===== src/sapr_pkg.sv =====
// Shared constants and types for the converter control and parallel result port.
// Contract
// - Busy high throughout conversion, low otherwise; code stays busy two extra cycles and while a buffered code waits.
// - Trigger falling edge ends acquisition, starts hold.
// - Chip-select falling edge starts acquisition.
// - Half select low: full result, no folding.
// - Half select high: bits 7..2 high, rest ones.
// - Half select change re-drives bus, no strobe.
// - Bus released soon after strobe or select rises.
// - Result valid no later than busy falling.
// - Select and strobe low enable the result.
// - Internal conversion finishes within 650 ns.
package sapr_pkg;
  // Width of one conversion result.
  localparam int RES_W = 16;
  // Depth of the result buffer between core and port.
  localparam int FIFO_DEPTH = 8;
  // Clock rate and the longest conversion time.
  localparam int CLK_MHZ = 40;
  localparam int CONV_NS = 650;
  // Longest time rounds down to whole cycles.
  localparam int CONV_CYC = (CONV_NS * CLK_MHZ) / 1000;
  localparam logic [4:0] CONV_LAST = 5'(CONV_CYC - 1);
  // Field positions for the folded half-word view.
  localparam int FOLD_HI = 7;
  localparam int FOLD_LO = 2;
  localparam int FOLD_W = FOLD_HI - FOLD_LO + 1;
  // Value of the result register after reset.
  localparam logic [15:0] RES_RST = 16'h0000;
  // Host-side control pins as sampled inside the clock domain.
  typedef struct packed {
    logic cs_n;
    logic trig_n;
    logic rd_n;
    logic half_sel;
  } sapr_pins_s;
  // Converter sequence states.
  typedef enum logic [1:0] {
    ST_IDLE = 2'b00,
    ST_ACQ = 2'b01,
    ST_CONV = 2'b10
  } sapr_state_e;
endpackage


===== src/sapr_port.sv =====
// Result buffer and the converter control / parallel result port.
`timescale 1ns/1ps

// Small FIFO of flip-flops with valid/ready on both sides.
module sapr_fifo
#(
  parameter int WIDTH = 16,
  parameter int DEPTH = 8
)
(
  input wire logic clock,
  input wire logic reset_n,
  input wire logic in_valid,
  output logic in_ready,
  input wire logic [WIDTH-1:0] in_data,
  output logic out_valid,
  input wire logic out_ready,
  output logic [WIDTH-1:0] out_data
);
  localparam int AW = $clog2(DEPTH);
  // Storage, pointers and fill level.
  logic [WIDTH-1:0] mem_ff [DEPTH];
  logic [AW-1:0] wr_ff, nxt_wr, rd_ff, nxt_rd;
  logic [AW:0] cnt_ff, nxt_cnt;
  logic push, pop;

  // Full and empty follow the fill count directly, so they never lie.
  always_comb
  begin
    in_ready = (cnt_ff != (AW+1)'(DEPTH));
    out_valid = (cnt_ff != '0);
    out_data = mem_ff[rd_ff];
    push = in_valid && in_ready;
    pop = out_valid && out_ready;
    nxt_wr = push ? AW'(wr_ff + 1'b1) : wr_ff;
    nxt_rd = pop ? AW'(rd_ff + 1'b1) : rd_ff;
    nxt_cnt = cnt_ff + (AW+1)'(push) - (AW+1)'(pop);
  end

  // Pointers and count are registered; storage is written on push only.
  always_ff @(posedge clock)
  begin
    if (!reset_n)
    begin
      wr_ff <= '0;
      rd_ff <= '0;
      cnt_ff <= '0;
    end
    else
    begin
      wr_ff <= nxt_wr;
      rd_ff <= nxt_rd;
      cnt_ff <= nxt_cnt;
    end
    if (push)
    begin
      mem_ff[wr_ff] <= in_data;
    end
  end
endmodule // sapr_fifo

// Conversion sequencer and three-state result bus driver.
module sapr_port
  import sapr_pkg::*;
(
  input wire logic clock,
  input wire logic reset_n,
  input wire logic cs_n,
  input wire logic conversion_trigger_n,
  input wire logic rd_n,
  input wire logic half_sel,
  input wire logic [15:0] sar_code,
  output logic busy,
  output logic [15:0] result_bus_o,
  output logic result_bus_oe
);
  // Two-stage synchronisers for the host pins; stage one feeds stage two only.
  sapr_pins_s meta_ff, sync_ff, prev_ff;
  // Sequencer state and conversion cycle counter.
  sapr_state_e state_ff, nxt_state;
  logic [4:0] cyc_ff, nxt_cyc;
  // Result held for the host, and the registered pin drivers.
  logic [15:0] result_ff, nxt_result;
  logic busy_ff, nxt_busy;
  logic [15:0] bus_ff, nxt_bus;
  logic oe_ff, nxt_oe;
  // Buffer handshakes.
  logic push_valid, push_ready, head_valid, head_ready;
  logic [15:0] head_data;
  logic trig_fall, cs_fall, conv_done, read_on;

  // Pin synchronisers; the previous copy supports edge detection.
  // Reset loads every stage with the idle level of its pin, so the edge
  // detectors cannot report a false edge in the cycles after reset.
  always_ff @(posedge clock)
  begin
    if (!reset_n)
    begin
      meta_ff <= '{cs_n: 1'b1, trig_n: 1'b1, rd_n: 1'b1, half_sel: 1'b0};
      sync_ff <= '{cs_n: 1'b1, trig_n: 1'b1, rd_n: 1'b1, half_sel: 1'b0};
      prev_ff <= '{cs_n: 1'b1, trig_n: 1'b1, rd_n: 1'b1, half_sel: 1'b0};
    end
    else
    begin
      meta_ff <= '{cs_n: cs_n, trig_n: conversion_trigger_n, rd_n: rd_n, half_sel: half_sel};
      sync_ff <= meta_ff;
      prev_ff <= sync_ff;
    end
  end

  // Completed codes wait here; a stalled read holds them back.
  sapr_fifo #(.WIDTH(RES_W), .DEPTH(FIFO_DEPTH)) u_fifo
  (
    .clock(clock),
    .reset_n(reset_n),
    .in_valid(push_valid),
    .in_ready(push_ready),
    .in_data(sar_code),
    .out_valid(head_valid),
    .out_ready(head_ready),
    .out_data(head_data)
  );

  // Sequencer, result hand-off and bus driver next values.
  always_comb
  begin
    trig_fall = prev_ff.trig_n && !sync_ff.trig_n;
    cs_fall = prev_ff.cs_n && !sync_ff.cs_n;
    read_on = !sync_ff.cs_n && !sync_ff.rd_n;
    conv_done = (state_ff == ST_CONV) && (cyc_ff == CONV_LAST);
    // A full buffer holds the last cycle of conversion until room appears.
    push_valid = conv_done;
    nxt_state = state_ff;
    nxt_cyc = cyc_ff;
    unique case (state_ff)
      ST_IDLE, ST_ACQ:
      begin
        if (trig_fall)
        begin
          // Hold phase begins and the conversion is timed internally.
          nxt_state = ST_CONV;
          nxt_cyc = '0;
        end
        else if (cs_fall)
        begin
          nxt_state = ST_ACQ;
        end
      end
      ST_CONV:
      begin
        if (trig_fall)
        begin
          // A new trigger restarts the count; the old code is abandoned unless the trigger lands on the last cycle with room in the buffer.
          nxt_cyc = '0;
        end
        else if (conv_done)
        begin
          if (push_ready)
          begin
            nxt_state = ST_IDLE;
          end
        end
        else
        begin
          nxt_cyc = 5'(cyc_ff + 1'b1);
        end
      end
    endcase
    // The held result never changes under a host that is reading it.
    // A stalled head stays in the buffer until the read has ended.
    head_ready = !read_on;
    nxt_result = (head_valid && head_ready) ? head_data : result_ff;
    // Busy stays high until the code has reached the held result, so the
    // data is already valid when busy falls.
    // The push cycle counts as busy: at that edge the code only enters the
    // buffer, and the held result loads one edge later, so busy bridges
    // both cycles instead of dipping low and rising again for one cycle.
    // A code waiting at the buffer head also keeps busy high, which tells a
    // host that is still reading the old result that a new one is pending.
    // The cost is two extra cycles of busy after the count has finished.
    nxt_busy = (nxt_state == ST_CONV) || conv_done || head_valid;
    // Output enable follows select and strobe; release on either rising.
    nxt_oe = read_on;
    if (sync_ff.half_sel)
    begin
      // Folded view for an eight-bit host; the half select is read every
      // cycle so a change re-drives the bus without a new strobe.
      nxt_bus = {result_ff[FOLD_HI:FOLD_LO], {(RES_W-FOLD_W){1'b1}}};
    end
    else
    begin
      nxt_bus = result_ff;
    end
  end

  // State registers and pin drivers.
  always_ff @(posedge clock)
  begin
    if (!reset_n)
    begin
      state_ff <= ST_IDLE;
      cyc_ff <= '0;
      result_ff <= RES_RST;
      busy_ff <= 1'b0;
      bus_ff <= RES_RST;
      oe_ff <= 1'b0;
    end
    else
    begin
      state_ff <= nxt_state;
      cyc_ff <= nxt_cyc;
      result_ff <= nxt_result;
      busy_ff <= nxt_busy;
      bus_ff <= nxt_bus;
      oe_ff <= nxt_oe;
    end
  end

  // Every output comes straight from a flip-flop.
  // The data word is driven even while the enable is low; the pad stage
  // uses the enable to float the pins, so the word itself never glitches.
  assign busy = busy_ff;
  assign result_bus_o = bus_ff;
  assign result_bus_oe = oe_ff;
endmodule // sapr_port


===== config.mk =====
export PLATFORM = sky130hd
export DESIGN_NAME = sapr_port
export DESIGN_NICKNAME = d
export VERILOG_FILES = /design/src/sapr_pkg.sv /design/src/sapr_port.sv
export SDC_FILE = /design/constraint.sdc
export NUM_CORES = 1
export LEC_CHECK = 0
export ABC_AREA = 1
export ABC_CLOCK_PERIOD_IN_PS = 2900
export BUFFER_PORTS_ARGS = -buffer_cell sky130_fd_sc_hd__buf_2
export CELL_PAD_IN_SITES_DETAIL_PLACEMENT = 1
export CELL_PAD_IN_SITES_GLOBAL_PLACEMENT = 1
export CORE_ASPECT_RATIO = 0.9
export CORE_MARGIN = 3
export CORE_UTILIZATION = 50
export CTS_BUF_LIST = sky130_fd_sc_hd__clkbuf_8
export CTS_CLUSTER_DIAMETER = 200
export DETAILED_ROUTE_END_ITERATION = 8
export PLACE_DENSITY = 0.93
export SKIP_LAST_GASP = 1
export SYNTH_ARGS = -nofsm -noshare
export SYNTH_HDL_FRONTEND = slang
export SYNTH_SLANG_ARGS = --single-unit

===== constraint.sdc =====
create_clock -name clock -period 2.9 [get_ports clock]
set_input_delay 0.29 -clock clock [delete_from_list [all_inputs] [get_ports clock]]
set_output_delay 0.29 -clock clock [all_outputs]
set_load 0.1 [all_outputs]

==> results.yml <==
status:
  status: "finished, final reports clean"
final_layout:
  multi_input_area_um2: 2006
  nets: 857
  drive_gt1_share_pct: 13.50
  seq_area_um2: 5066
  fill_cells: 1684
  area_growth_pct: 10.78
  antenna_cells: 0
synth:
  synth_top_area_share_pct: 49.72
  ys_top_cells_by_area: "edfxtp_1, dfxtp_1, nand2_1"
  yosysSeqAreaShare_pct: 65.52
  yosys_warnings: 0
  netlist_area_um2: 7730
  synth_seq_cells: 189
  syn_inst: 778
  synthDistinctLibCells: 30
  synth_top_area_cell: "edfxtp_1"
  synth_fp_nets: 811
  syn_avg_cell_area_um2: 9.936
sta:
  setup_viol: 0
  clock.fmax_mhz: 458.2
  slew_viol_final: 0
  rsz0062_at_grt: "no"
  tightest_slew_ns: 1.190
  report.final.hold_viol_count: 0
  holdWs_ns: 0.09793
  relSlewSlack_pct: 20.59
  min_period_ns: 2.183
  fin_worst_skew_ns: 0.01417
  min_period_over_period_pct: 75.26
  tns_ns: 0
die:
  core_area_um2: 14920
  floorplan.die_area_um2: 16990
  num_io_pins: 40
  die_x_um: 137.1
  start_util_pct: 51.79
  row_count: 42
  die_y_um: 124.0
critical_path:
  cpMaxStageDelayCell: "nor3_2"
  arrival_ns: 2.36
  regToRegSetupSlack_ns: 0.72
  r2r_cells: 6
  cp_max_fo: 9
  crit_buf_inv: 1
  r2r_start: "cyc_ff[0]"
  crit_family: "simple AND/OR/NAND/NOR gates"
  max_stage_delay_ns: 0.54
  critPathLaunchType: "register"
  critical_path_class: "reg -> reg"
  path_cells: "ha_1 > nand2_1 > nor2_4 > nand3_4 > nor3_2 > buf_4"
  rr_endpoint: "u_fifo.mem_ff[1][11]"
  crit_path_end_kind: "register"
  cp.required_ns: 3.08
global_route:
  first_global_vias: 6014
  grt_max_degree: 66
  antenna_found_initial: 0
  grt_usage_pct: 25.31
  grt_pass1_wl_mm: 31.88
  grt_overflow: 0
worst_hold_path:
  hold_start: "sar_code[15]"
  hp-class: "in -> reg"
  whs_path_depth: 1
  worstHoldEndpoint: "u_fifo.mem_ff[2][15]"
route:
  routed_via_density: 5.316
  wl_mm: 20.07
  drt_iter0_drc: 411
  num_vias: 5502
  postRouteAntennaNets: 0
  drc: 0
  wire_per_inst_um: 19.39
  drt_first_pass_iters: 5
cts:
  cts_num_sinks: 189
  cts_setup_buffers: 0
  h-tree-depth: 4
  clock_path_buffers: 2
  cts_root_buf: "clkbuf_8"
  tritoncts: "done"
  cts_inserted_buffers: 17
  clk_latency_ns: 0.47
  path_clk_slew_ns: 0.10
placed_design:
  dp_hpwl_mm: 12.90
  gp_congestion: 0.8030
  io_buffer_count: 39
pwr:
  cellPowerDensity_nw_per_um2: 855.9
  clock_power_share_pct: 23.3
  switching_share_pct: 39.13
  p_switching_mw: 2.868
  p_leak_nw: 3.685
  worst_ir_drop_vdd_mv: 0.7484
  seq_power_share_pct: 43.6
  combPwrFrac_pct: 33.0
  p_int_mw: 4.462
flow_run:
  cap_violations: 0
cell usage after synthesis (all sizes together):
library cell  number
nand2            207
inv              131
edfxtp           128
nand3            101
dfxtp             61
a21oi             37
nor2              35
buf               26
o21ai             14
ha                10
clkbuf             8
nor3               6
or2                6
a211oi             2
xnor2              2
xor2               2
a21o               1
fa                 1
cell families after synthesis:
family | after synthesis | share of synthesized area (%)
buf+inv | 165 | 8.789
xor+xnor | 4 | 0.4533
compound gates | 54 | 3.739
simple gates | 355 | 19.62
flops | 189 | 65.52
fa+ha+maj | 11 | 1.878
registers in the layout (all words and copies together), names as in the netlist:
register / count
u_fifo.mem_ff: 128
result_bus_o: 16
result_ff: 16
cyc_ff: 5
meta_ff: 4
sync_ff: 4
u_fifo.cnt_ff: 4
u_fifo.rd_ff: 3
u_fifo.wr_ff: 3
prev_ff: 2
state_ff: 2
busy: 1
result_bus_oe: 1
routing by layer:
layer / vias to the layer above / wire [µm] / global-route usage [%]
met5: - / 0 / 0
met1: 2734 / 8234 / 31.04
li1: 2583 / - / -
met4: 0 / 419 / 9.476
met3: 37 / 1099 / 5.695
met2: 148 / 10320 / 43.96
placed cells by master, fill, tap and decap left out, types with 6 or more instances in the layout:
cell / instances
nand2_1: 204
edfxtp_1: 128
inv_1: 127
nand3_1: 99
dfxtp_1: 60
buf_2: 39
a21oi_1: 35
nor2_1: 33
buf_4: 18
clkbuf_8: 17
ha_1: 10
o21ai_0: 9
inv_2: 6
or2_2: 6
worst max-delay path by stage:
stage | to | cells past startpoint | start | slack [ns]
6_report | u_fifo.mem_ff[1][11] | 6 | cyc_ff[0] | 0.72
5_1_grt | u_fifo.mem_ff[1][6] | 7 | cyc_ff[1] | 0.59
4_1_cts | u_fifo.mem_ff[1][6] | 6 | cyc_ff[0] | 0.72
3_5_place_dp | u_fifo.mem_ff[1][7] | 6 | cyc_ff[0] | 0.78
3_3_place_gp | u_fifo.mem_ff[1][5] | 6 | cyc_ff[0] | 0.89
2_1_floorplan | u_fifo.mem_ff[7][0] | 5 | cyc_ff[0] | 0.51
what timing repair did:
item	4_1_cts	5_1_grt
hold buffers	4	0
hold endpoints to repair	4	0
resized for setup	0	0
worst register-to-register path, cell delays in order, from the launching register on:
cell	delay, ns
dfxtp_1	0.41
ha_1	0.19
nand2_1	0.12
nor2_4	0.17
nand3_4	0.15
nor3_2	0.54
buf_4	0.31
power groups by stage:
| stage | logic (mW) | clock network, mW | registers (mW) |
|---|---|---|---|
| floorplan | 1.35 | 0 | 3.66 |
| global placement | 2.25 | 0 | 3.24 |
| detailed placement | 2.37 | 0 | 3.26 |
| CTS | 2.41 | 1.73 | 3.20 |
| global route | 2.66 | 1.84 | 3.23 |
| finish | 2.42 | 1.71 | 3.20 |
metrics by stage:
step	std cells	util (%)	setup slack (ns)	power [mW]	cell area, µm²
2_1_floorplan	778	-	0.5072	5.009	7730
3_3_place_gp	999	54.55	0.8911	5.491	8142
3_5_place_dp	999	54.55	0.7787	5.625	8142
4_1_cts	1035	57.38	0.7155	7.343	8563
5_1_grt	1035	57.38	0.5873	7.723	8563
6_report	1035	57.38	0.7173	7.329	8563
cell type report:
type                    instances  share of cell area, %
clock buffers                  17                  2.732
clock inverters                15                  1.724
inverters                     131                  5.742
multi-input cells             424                  23.42
flip-flops and latches        189                  59.16
well taps                     198                  2.893
repair buffers                 61                  4.325
No activity file was read; power rests on OpenSTA's default activity.
